===== config.mk =====
export PLATFORM = sky130hd
export DESIGN_NAME = rrs_reset_strap
export DESIGN_NICKNAME = d
export VERILOG_FILES = /design/src/rtl/rrs_pkg.sv /design/src/rtl/rrs_cnt_mem.sv /design/src/rtl/rrs_reset_strap.sv
export VERILOG_INCLUDE_DIRS = /design/src /design/src/rtl
export SDC_FILE = /design/constraint.sdc
export NUM_CORES = 2
export LEC_CHECK = 0
export BUFFER_PORTS_ARGS = -buffer_cell sky130_fd_sc_hd__buf_2
export CAP_MARGIN = 20
export CORE_UTILIZATION = 55
export DETAILED_ROUTE_END_ITERATION = 6
export PLACE_DENSITY = 0.8
export SYNTH_ARGS = -nofsm -noshare
export SYNTH_HDL_FRONTEND = slang
export SYNTH_HIERARCHICAL = 1
export SYNTH_SLANG_ARGS = --single-unit

===== constraint.sdc =====
create_clock -name i_clk -period 3.6 [get_ports i_clk]
set_input_delay 0.72 -clock i_clk [delete_from_list [all_inputs] [get_ports i_clk]]
set_output_delay 0.72 -clock i_clk [all_outputs]
set_load 0.01 [all_outputs]

===== src/rtl/rrs_regs.svh =====
// constants for the repeater reset and strap block
`ifndef RRS_REGS_SVH
`define RRS_REGS_SVH

// port count and counter memory geometry
`define RRS_NUM_PORTS    12
`define RRS_PORT_IDX_W   4
`define RRS_CNT_AW       8
`define RRS_CNT_DW       8
`define RRS_CNT_PORT_LSB 4
`define RRS_CNT_PORT_MSB 7

// reset pulse length monitor
`define RRS_CLK_MHZ      100
`define RRS_POR_MIN_US   150
`define RRS_RUN_MIN_US   4
`define RRS_RUN_MIN_CYC  (`RRS_RUN_MIN_US * `RRS_CLK_MHZ)
`define RRS_POR_MIN_CYC  (`RRS_POR_MIN_US * `RRS_CLK_MHZ)
`define RRS_RLEN_W       14

// reset values of held state
`define RRS_BUS_MODE_RST 1'h0
`define RRS_PORT_EN_RST  12'h000
`define RRS_POLARITY_RST 1'h1
`define RRS_REQ_N_RST    1'h1
`define RRS_RLEN_RST     14'h0000

`endif


===== src/rtl/rrs_pkg.sv =====
// types for the repeater reset and strap block
`include "rrs_regs.svh"

package rrs_pkg;

    // reset sequencing states
    typedef enum logic [1:0] {
        RRS_ST_POR   = 2'b00,
        RRS_ST_RESET = 2'b01,
        RRS_ST_RUN   = 2'b10
    } rrs_fsm_t;

    // whole state of the top module
    typedef struct packed {
        rrs_fsm_t                    fsm;
        logic                        in_reset;
        logic                        bus_mode;
        logic [`RRS_NUM_PORTS-1:0]   port_en;
        logic [`RRS_NUM_PORTS-1:0]   port_oe;
        logic                        polarity;
        logic                        req_n;
        logic                        jam_oe;
        logic [`RRS_RLEN_W-1:0]      rlen;
        logic                        short_rst;
        logic                        wr_refused;
    } rrs_state_t;

endpackage : rrs_pkg


===== src/rtl/rrs_cnt_mem.sv =====
// statistics and port attribute counter storage
`timescale 1ns/10ps
`include "rrs_regs.svh"

module rrs_cnt_mem (
    input  wire logic                    i_clk,
    input  wire logic                    i_we,
    input  wire logic [`RRS_CNT_AW-1:0]  i_addr,
    input  wire logic [`RRS_CNT_DW-1:0]  i_wdata,
    output logic      [`RRS_CNT_DW-1:0]  o_rdata
);

    logic [`RRS_CNT_DW-1:0] mem_q [0:(1<<`RRS_CNT_AW)-1];

    // ---------------------------------------------------------------
    // storage
    // ---------------------------------------------------------------
    // no reset term: contents are random until software presets them
    always_ff @(posedge i_clk)
    begin
        if (i_we)
        begin
            mem_q[i_addr] <= i_wdata;
        end
        o_rdata <= mem_q[i_addr]; // read data from a register
    end

endmodule : rrs_cnt_mem


===== src/rtl/rrs_reset_strap.sv =====
// hardware reset, strap capture and counter preset gate of the repeater
//
// Operation
// - the block is in reset whenever the active-low reset pin is low and stays so while it is low.
// - while in reset every reset-affected control and status value is loaded with its default.
// - in reset outputs go idle, two-way pins are released, active-high low and active-low high.
// - the polarity indicator output is driven high during reset, an exception to the idle levels above.
// - reset leaves the statistics bank and the per-port attribute counter banks untouched.
// - the counters are not initialised at power-up and hold undefined values until written.
// - counter preset writes are taken only in software reset or for a port that is disabled.
// - bus mode and default port state are taken from the two straps while reset is asserted.
// - a bus mode strap of 1 selects asynchronous bus mode and 0 the synchronous legacy mode.
// - a port default strap of 1 enables all ports; 0 disables all and tri-states their drivers.
// - the port strap sets only the initial state; afterwards only software writes change ports.
`timescale 1ns/10ps
`include "rrs_regs.svh"

module rrs_reset_strap #(
    parameter logic [`RRS_RLEN_W-1:0] POR_MIN_CYC = `RRS_RLEN_W'(`RRS_POR_MIN_CYC)
) (
    input  wire logic                        i_clk,
    input  wire logic                        i_sys_rst,
    input  wire logic                        i_rst_n,
    input  wire logic                        i_bus_mode_strap,
    input  wire logic                        i_port_default_strap,
    input  wire logic                        i_sw_reset,
    input  wire logic                        i_port_en_wr,
    input  wire logic [`RRS_NUM_PORTS-1:0]   i_port_en_wdata,
    input  wire logic                        i_req_n_core,
    input  wire logic                        i_jam_oe_core,
    input  wire logic                        i_polarity_core,
    input  wire logic                        i_cnt_wr,
    input  wire logic [`RRS_CNT_AW-1:0]      i_cnt_addr,
    input  wire logic [`RRS_CNT_DW-1:0]      i_cnt_wdata,
    output logic                             o_in_reset,
    output logic                             o_async_bus_mode,
    output logic      [`RRS_NUM_PORTS-1:0]   o_port_enable,
    output logic      [`RRS_NUM_PORTS-1:0]   o_port_out_en,
    output logic                             o_polarity_indicator,
    output logic                             o_req_n,
    output logic                             o_jam_oe,
    output logic                             o_reset_short,
    output logic      [`RRS_CNT_DW-1:0]      o_cnt_rdata,
    output logic                             o_cnt_wr_refused
);

    // ---------------------------------------------------------------
    // constants and decoding
    // ---------------------------------------------------------------
    localparam logic [`RRS_RLEN_W-1:0]     RUN_MIN_CYC = `RRS_RLEN_W'(`RRS_RUN_MIN_CYC);
    localparam logic [`RRS_RLEN_W-1:0]     RLEN_MAX    = {`RRS_RLEN_W{1'b1}};
    localparam logic [`RRS_PORT_IDX_W-1:0] LAST_PORT   = `RRS_PORT_IDX_W'(`RRS_NUM_PORTS - 1);

    // a preset write is allowed in software reset, or when the addressed port is off
    function automatic logic cnt_write_ok(
        input logic [`RRS_CNT_AW-1:0]    addr,
        input logic [`RRS_NUM_PORTS-1:0] port_en,
        input logic                      sw_reset
    );
        logic [`RRS_PORT_IDX_W-1:0] port;
        port = addr[`RRS_CNT_PORT_MSB:`RRS_CNT_PORT_LSB];
        if (port <= LAST_PORT)
        begin
            cnt_write_ok = sw_reset || !port_en[port];
        end
        else
        begin
            cnt_write_ok = sw_reset; // shared bank has no port of its own
        end
    endfunction : cnt_write_ok

    // ---------------------------------------------------------------
    // state
    // ---------------------------------------------------------------
    rrs_pkg::rrs_state_t        st_q;
    rrs_pkg::rrs_state_t        st_d;
    logic                       hw_reset;
    logic                       mem_we;
    logic [`RRS_NUM_PORTS-1:0]  port_oe_next;

    // pin is taken as synchronous to the clock
    assign hw_reset = !i_rst_n;

    // counter memory is written only outside hardware reset and when allowed
    assign mem_we = i_cnt_wr && !hw_reset
                    && cnt_write_ok(i_cnt_addr, st_q.port_en, i_sw_reset);

    // per-port driver enables follow the next enable state, off in reset;
    // built from the registered state and the write so no loop runs through st_d
    genvar g;
    generate
        for (g = 0; g < `RRS_NUM_PORTS; g = g + 1)
        begin : g_port_oe
            assign port_oe_next[g] = !hw_reset
                                     && (i_port_en_wr ? i_port_en_wdata[g]
                                                      : st_q.port_en[g]);
        end
    endgenerate

    // ---------------------------------------------------------------
    // next state
    // ---------------------------------------------------------------
    always_comb
    begin
        st_d = st_q;
        st_d.in_reset = hw_reset;
        st_d.wr_refused = i_cnt_wr && !mem_we;

        // straps are sampled while the pin is low and held afterwards
        if (hw_reset)
        begin
            st_d.bus_mode = i_bus_mode_strap;
            st_d.port_en  = {`RRS_NUM_PORTS{i_port_default_strap}};
        end
        else if (i_port_en_wr)
        begin
            st_d.port_en = i_port_en_wdata;
        end

        // req_n and jam_oe forced to their inactive level during reset, polarity forced high
        if (hw_reset)
        begin
            st_d.req_n    = `RRS_REQ_N_RST;
            st_d.jam_oe   = 1'b0;
            st_d.polarity = `RRS_POLARITY_RST;
        end
        else
        begin
            st_d.req_n    = i_req_n_core;
            st_d.jam_oe   = i_jam_oe_core;
            st_d.polarity = i_polarity_core;
        end

        // reset length monitor: first release checked against the power-up minimum
        case (st_q.fsm)
            rrs_pkg::RRS_ST_POR:
            begin
                if (hw_reset)
                begin
                    st_d.rlen = (st_q.rlen == RLEN_MAX) ? st_q.rlen
                                                        : `RRS_RLEN_W'(st_q.rlen + 1'b1);
                end
                else
                begin
                    st_d.fsm       = rrs_pkg::RRS_ST_RUN;
                    st_d.short_rst = (st_q.rlen < POR_MIN_CYC);
                end
            end
            rrs_pkg::RRS_ST_RESET:
            begin
                if (hw_reset)
                begin
                    st_d.rlen = (st_q.rlen == RLEN_MAX) ? st_q.rlen
                                                        : `RRS_RLEN_W'(st_q.rlen + 1'b1);
                end
                else
                begin
                    st_d.fsm       = rrs_pkg::RRS_ST_RUN;
                    st_d.short_rst = (st_q.rlen < RUN_MIN_CYC);
                end
            end
            rrs_pkg::RRS_ST_RUN:
            begin
                if (hw_reset)
                begin
                    st_d.fsm       = rrs_pkg::RRS_ST_RESET;
                    st_d.rlen      = `RRS_RLEN_W'(1);
                    st_d.short_rst = 1'b0;
                end
            end
            default:
            begin
                st_d.fsm = rrs_pkg::RRS_ST_POR;
            end
        endcase

        st_d.port_oe = port_oe_next;
    end

    // ---------------------------------------------------------------
    // registers
    // ---------------------------------------------------------------
    always_ff @(posedge i_clk)
    begin
        if (i_sys_rst)
        begin
            st_q.fsm        <= rrs_pkg::RRS_ST_POR;
            st_q.in_reset   <= 1'b1;
            st_q.bus_mode   <= `RRS_BUS_MODE_RST;
            st_q.port_en    <= `RRS_PORT_EN_RST;
            st_q.port_oe    <= `RRS_PORT_EN_RST;
            st_q.polarity   <= `RRS_POLARITY_RST;
            st_q.req_n      <= `RRS_REQ_N_RST;
            st_q.jam_oe     <= 1'b0;
            st_q.rlen       <= `RRS_RLEN_RST;
            st_q.short_rst  <= 1'b0;
            st_q.wr_refused <= 1'b0;
        end
        else
        begin
            st_q <= st_d;
        end
    end

    // ---------------------------------------------------------------
    // counter storage
    // ---------------------------------------------------------------
    rrs_cnt_mem u_cnt_mem (
        .i_clk   (i_clk),
        .i_we    (mem_we),
        .i_addr  (i_cnt_addr),
        .i_wdata (i_cnt_wdata),
        .o_rdata (o_cnt_rdata)
    );

    // ---------------------------------------------------------------
    // outputs
    // ---------------------------------------------------------------
    assign o_in_reset           = st_q.in_reset;
    assign o_async_bus_mode     = st_q.bus_mode;
    assign o_port_enable        = st_q.port_en;
    assign o_port_out_en        = st_q.port_oe;
    assign o_polarity_indicator = st_q.polarity;
    assign o_req_n              = st_q.req_n;
    assign o_jam_oe             = st_q.jam_oe;
    assign o_reset_short        = st_q.short_rst;
    assign o_cnt_wr_refused     = st_q.wr_refused;

    // ---------------------------------------------------------------
    // assertions
    // ---------------------------------------------------------------
    // reset flag tracks the pin one cycle later
    reset_follow_a: assert property (
        @(posedge i_clk) disable iff (i_sys_rst)
        !i_rst_n [*2] |=> o_in_reset && $past(o_in_reset))
        else $error("in reset flag dropped while pin low");

    // reset flag clears one cycle after the pin is seen high
    release_follow_a: assert property (
        @(posedge i_clk) disable iff (i_sys_rst)
        i_rst_n |=> !o_in_reset)
        else $error("in reset flag stuck after pin release");

    // inactive outputs during reset
    idle_outputs_a: assert property (
        @(posedge i_clk) disable iff (i_sys_rst)
        !i_rst_n |=> o_req_n && !o_jam_oe && (o_port_out_en == '0))
        else $error("output active during reset");

    // polarity indicator high in reset
    polarity_high_a: assert property (
        @(posedge i_clk) disable iff (i_sys_rst)
        !i_rst_n |=> o_polarity_indicator)
        else $error("polarity indicator not high in reset");

    // port defaults come from the strap
    port_default_a: assert property (
        @(posedge i_clk) disable iff (i_sys_rst)
        (!i_rst_n && !i_sys_rst)
        |=> o_port_enable == {`RRS_NUM_PORTS{$past(i_port_default_strap)}})
        else $error("port enables not loaded from strap");

    // bus mode taken from strap, held after release
    bus_mode_a: assert property (
        @(posedge i_clk) disable iff (i_sys_rst)
        !i_rst_n ##1 i_rst_n [*3] |=> o_async_bus_mode == $past(i_bus_mode_strap, 4))
        else $error("bus mode does not hold the sampled strap");

    // strap changes outside reset have no effect
    strap_hold_a: assert property (
        @(posedge i_clk) disable iff (i_sys_rst)
        i_rst_n |=> $stable(o_async_bus_mode))
        else $error("bus mode changed outside reset");

    // after reset only writes move the port enables
    port_sw_only_a: assert property (
        @(posedge i_clk) disable iff (i_sys_rst)
        (i_rst_n && !i_port_en_wr) |=> $stable(o_port_enable))
        else $error("port enables changed without a write");

    // a port write lands on the next cycle
    port_write_a: assert property (
        @(posedge i_clk) disable iff (i_sys_rst)
        (i_rst_n && i_port_en_wr) |=> o_port_enable == $past(i_port_en_wdata))
        else $error("port write not applied");

    // counters untouched by hardware reset
    cnt_keep_a: assert property (
        @(posedge i_clk) disable iff (i_sys_rst)
        !i_rst_n |-> !mem_we)
        else $error("counter written during hardware reset");

    // preset writes refused unless allowed
    cnt_gate_a: assert property (
        @(posedge i_clk) disable iff (i_sys_rst)
        (i_cnt_wr && i_rst_n && !cnt_write_ok(i_cnt_addr, o_port_enable, i_sw_reset))
        |-> !mem_we ##1 o_cnt_wr_refused)
        else $error("disallowed counter preset not refused");

    // a late reset shorter than the minimum is flagged
    short_flag_a: assert property (
        @(posedge i_clk) disable iff (i_sys_rst)
        (st_q.fsm == rrs_pkg::RRS_ST_RESET && i_rst_n && st_q.rlen < RUN_MIN_CYC)
        |=> o_reset_short && !o_in_reset)
        else $error("short reset pulse not flagged");

endmodule : rrs_reset_strap


Word level (Yosys, flattened, before mapping):

Memory sizes are Yosys's and may differ from the RTL's. A register that Yosys moved wholly into a read port is not among the register bits.
Cells that the tools add are included.

* logic and storage cells: 80
* bits in registers: 47
* output and inout port bits: 39
* memories kept: 1
* input bits: 39
* memory bits (writable): 2048

* order comparisons: 4
* eq/ne operators: 8
* bitwise operators: 1
* $add $sub $neg: 1
* reduce and logical (&&, ||, !) cells: 26
* mux-type cells: 28

Memory list
* u_cnt_mem.mem_q: depth 256, width 8, rd ports 1, clocked after Yosys merged registers in 1, write ports 1, line rrs_cnt_mem.sv:13 `` logic [`RRS_CNT_DW-1:0] mem_q [0:(1<<`RRS_CNT_AW)-1]; ``

Operators by type and width (number)
* $pmux 15 s3: 1
* $mux 14: 2
* $mux 12: 2
* $mux 1: 18
* $logic_and 1x1->1: 15
* $mux 15: 1
* $add 14x1->14 const B: 1
* $eq 14x14->1 const B: 1
* $lt 14x14->1 const B: 1
* $lt 14x9->1 const B: 1
* $ne 2x2->1 const B: 3
* $lt 4x5->1 const B: 1
* $bmux 1 s4: 1
* $le 4x4->1 const B: 1
* $mux 2: 2
* $ne 2x1->1 const B: 2
* $pmux 2 s2: 1
* $reduce_and 2->1: 2
* $reduce_and 4->1: 1
* $reduce_or 2->1: 2
* $logic_not 1->1: 3
* $reduce_bool 3->1: 1
* $eq 2x1->1 const B: 1
* $eq 2x2->1 const B: 1
* 3 further kinds: 3

Depth between registers and ports, before layout:

* word-level depth: 8
* mapped depth: 10
* gate-level depth less buffers: 8

Cells and area by module:

The synthesis kept the hierarchy.

By module, submodules not included
* rrs_cnt_mem: times used 1, cells an instance 3547, seq. area each 61659.1 um2, area each 78492.8 um2
* rrs_reset_strap: times used 1, cells an instance 251, seq. area each 940.9 um2, area each 2248.4 um2

Least setup slack after synthesis:

Ideal clock, no wire load.

* path type: input to register
* start: input i_cnt_addr[4]
* end: memory u_cnt_mem/mem_q[157][0] (netlist name), enable pin
* stages on the path: 8
* slack: 0.223 ns
* buffers on the path: 2
* library setup time: 0.383 ns
* arrival time: 2.993 ns
* required time: 3.217 ns
* path through: mux4_2 -> mux2i_1 -> a211o_1 -> and3_1 -> buf_1 -> nand3_1 -> clkbuf_1 -> nor3_1

* word-level cells in the longest chain between the ends: 8
* elaborated cells on any way between the ends: 9
* classes of those cells: 1 x order compare; 5 x mux; 3 x reduce/logical

Ends and longest elaborated chain
* start, declared: line rrs_reset_strap.sv:33 `` input wire logic [`RRS_CNT_AW-1:0] i_cnt_addr, ``
* $bmux 1 s4: line rrs_reset_strap.sv:64 `cnt_write_ok = sw_reset || !port_en[port];`
* $mux 1 (implied by the code): line rrs_reset_strap.sv:64
* $logic_not 1->1: line rrs_reset_strap.sv:64
* $logic_or 1x1->1: line rrs_reset_strap.sv:64
* $mux 1 (*): line rrs_reset_strap.sv:62 `if (port <= LAST_PORT)`
* $logic_and 1x1->1 (*): line rrs_reset_strap.sv:86 `&& cnt_write_ok(i_cnt_addr, st_q.port_en, i_sw_reset);`
* named net mem_we: line rrs_reset_strap.sv:78 `logic mem_we;`
* $mux 1 (*): line rrs_cnt_mem.sv:21 `if (i_we)`
* $mux 1 (implied by the code) (*): line rrs_cnt_mem.sv:23 `mem_q[i_addr] <= i_wdata;`
* end, declared: line rrs_cnt_mem.sv:13

Mark *: on every way through the listed nets, which the timed path passes. The rest lies on a longest branch. The select of a mux whose other input is x is not followed.

Worst setup path in the final report:

* start: register st_q (netlist bit o_port_enable[7])
* end: memory u_cnt_mem/mem_q[121][4] (netlist name), enable pin

* word-level cells in the longest chain between the ends: 8

Ends and longest elaborated chain
* start, declared: line rrs_reset_strap.sv:75 `rrs_pkg::rrs_state_t st_q;`
* start signal, assigned: line rrs_reset_strap.sv:201 `st_q <= st_d;`
* $bmux 1 s4: line rrs_reset_strap.sv:64
* $mux 1 (implied by the code): line rrs_reset_strap.sv:64
* $logic_not 1->1: line rrs_reset_strap.sv:64
* $logic_or 1x1->1: line rrs_reset_strap.sv:64
* $mux 1: line rrs_reset_strap.sv:62
* $logic_and 1x1->1: line rrs_reset_strap.sv:86
* named net mem_we: line rrs_reset_strap.sv:78
* $mux 1: line rrs_cnt_mem.sv:21
* $mux 1 (implied by the code): line rrs_cnt_mem.sv:23

The timed path passes the listed nets, and every way through them passes these cells. The select of a mux whose other input is x is not followed.

==> run summary <==
Die ar. - 0.148 mm2
Share of cells above drive strength 1 - 31.6%
Dominant cell type by area after synthesis - edfxtp_1
Top-count cell post-synth - edfxtp_1
Max-Cap Viols - 0
Cts repair resizes - 0
PortBufs - 77
Final min period - 3.09 ns
Asr flop ratio synth - 0%
Num CTS Buffers - 192
Post-Syn Nets - 3842
FP Rows - 140
Routed WL per cell - 31.4 um
GRT Total Usage - 27.6%
Area grow syn2layout - 15.7%
Critical path endpoint category - flip-flop
Sw frac - 21.2%
Die W - 385 um
DP Area - 0.0871 mm2
Post-synthesis sequential area ratio - 77.5%
Clk slew on worst S/H paths - 0.06 ns
Worst ir drop on vdd - 563 uV
Fin. max-slew vios - 0
Vias - 42800
Post-Syn Instances - 3798
Clock power frac - 41.0%
Top FF cell, synth - edfxtp_1
Unique cell type count in the Yosys netlist - 44
Vias in the first global route - 43300
Max-slew headroom - 31.9%
Skew final - 0.0239 ns
NumNets Final - 4383
Final worst slack - 0.505 ns
Req. time, crit path - 4.12 ns
Initial core utilization - 55.4%
Slew of the pin with the lowest slew margin - 1.02 ns
EDFF count, synth - 2048
Post-route ant nets - 0
Worst slack at placement - -0.0271 ns
Crit Path Class - flip-flop to flip-flop
Worst-path maximum fanout - 8
Finished Layout Cells - 6415
GPL Wtd Cong - 0.864
Clock Tree Buf Depth - 3
CTS tree - yes
Number of synthesis warnings - 6
CTS Hold Buffers Added - 0
Drt total wl - 201000 um
Int Power - 39300 uW
DR vias/cell - 6.67
First-pass GRT wire length - 294000 um
Fin area - 0.0934 mm2
Setup bufs post-CTS - 0
Top-Level Pins - 78
Worst-Skew Late Latency - 0.83 ns
Clk sinks - 2103
Placed insts - 6062
Pre-Repair DR Iteration Count - 7
Leakage Power - 0.0298 uW
Final hold viol count - 0
Status - complete, but fails checks
Synth top cells by count - edfxtp_1, mux4_2, a22oi_1
Hpwl dp - 120000 um
Clk Tree Root Cell - clkbuf_16
GR Overflow Total - 0
Power density cells - 534 mW/mm2
Failing checks - design-rule violations
Max Clk Rate - 0.323 GHz
Critical Path Source Type - flip-flop
Core Area - 0.146 mm2
# setup viols final - 0
Post-Syn Area per Cell - 21.3 um2
Sequential group share of total power - 54.0%
Sw Pwr - 10600 uW
RSZ-0062 raised after global routing - no
CTS H-tree lvls - 4
DR DRC count - 4
Top cells by area, synth - edfxtp_1, mux4_2, a22oi_1, dfxtp_1, nor2_1
Synth top area share - 76.2%
First DRT Iteration DRCs - 6413
HP Class - primary input to flip-flop
Arrival @ worst endpoint - 3.62 ns
Initial antenna violation count - 3
Post-synthesis register bit count - 2103
Combinational power share - 5.0%
Crit share post-route - 86.0%
Largest net degree at the start of global routing - 112
Die height - 385 um
Tot Pwr - 49900 uW
Post-Syn Area - 0.0807 mm2
Hold_ws - 0.0829 ns
-- per-layer routing --
metal | vias up | global-route usage (%) | wire (um)
met5 | - | 0 | 26
met4 | 4 | 11.4 | 9120
met2 | 3235 | 44.2 | 98200
li1 | 17000 | - | -
met3 | 547 | 5.87 | 23400
met1 | 22000 | 37.0 | 70500
-- path summary, 6_finish.rpt --
check,start,end,slack (ns),depth (start not counted)
worst max-delay path,o_port_enable[7],u_cnt_mem/mem_q[121][4],0.51,10
worst min-delay path,i_req_n_core,o_req_n,0.08,2
worst max register to register,o_port_enable[7],u_cnt_mem/mem_q[121][4],0.51,10
worst min register to register,o_async_bus_mode,o_async_bus_mode,0.49,2
-- area by class of cell --
cell class,instances,area (um2)
Antenna cell,1,2.50
Multi-Input combinational cell,1417,16800
Tap cell,1917,2400
Timing Repair Buffer,617,5230
Clock inverter,114,1250
Fill cell,8888,52400
Inverter,8,30.0
Clock buffer,238,5070
Sequential cell,2103,62600
-- power groups by stage --
stage | sequential [uW] | clock [uW] | combinational (uW)
after CTS | 26900 | 20600 | 2480
after global placement | 27500 | 0 | 2370
final | 26900 | 20500 | 2500
after detailed placement | 27500 | 0 | 2440
after global routing | 26900 | 21500 | 2600
after floorplan | 27500 | 0 | 1250
-- flip-flops by register name, summed over array words and instances (netlist names) --
name / cells
u_cnt_mem/mem_q: 2048
o_cnt_wr_refused: 1
o_async_bus_mode: 1
o_port_enable: 12
o_port_out_en: 12
o_req_n: 1
o_jam_oe: 1
o_polarity_indicator: 1
u_cnt_mem/o_rdata: 8
st_q: 16
o_in_reset: 1
o_reset_short: 1
-- critical path, cell delays in order, from the launching register on --
cell and delay [ns]:
dfxtp_1 0.33, mux4_2 0.47, mux2i_1 0.17, a211o_1 0.16, and3_1 0.38, inv_1 0.15
nor2_1 0.25, nand2_1 0.18, buf_4 0.27, nor2_1 0.17, buf_4 0.22
-- stage by stage --
step,setup TNS [ns],utilization [%]
floorplan,0,-
global placement,-0.00943,59.7
detailed placement,-0.214,59.7
CTS,0,64.1
global route,0,64.1
finish,0,64.1
-- cells in the final DEF, fill, tap and decap left out, types with 3 or more instances in the layout --
cell type / count
clkinvlp_4: 6
a21oi_1: 144
nand2_1: 43
a22oi_1: 256
clkinv_1: 36
mux2i_1: 14
nand2b_1: 6
o21ai_0: 15
inv_1: 8
o31ai_1: 9
buf_4: 484
nand3_1: 23
edfxtp_1: 2048
buf_2: 67
clkinv_2: 33
clkinv_8: 4
nor3_1: 36
nor2b_1: 7
clkinv_4: 4
or4_1: 9
or3_1: 3
ha_1: 5
clkbuf_16: 194
o21ai_1: 3
clkbuf_8: 13
clkbuf_1: 39
nor2_1: 250
inv_16: 6
o41ai_1: 33
nand4_1: 10
or2_2: 4
and3_1: 5
buf_12: 56
dfxtp_1: 55
mux4_2: 515
bufinv_16: 20
-- cells by family (layout without fill, tap and decap cells) --
logic type	count (synthesis)	after routing	synth area share (%)
AND/OR/NAND/NOR	412	412	2.22
AO/OA/AOI/OAI	471	471	3.93
multiplexers	529	529	14.5
flip-flops	2103	2103	77.5
other	0	1	0
adder cells (fa/ha/maj)	5	5	0.0775
buffers and inverters	278	977	1.70
(Power assumes the default switching activity.)
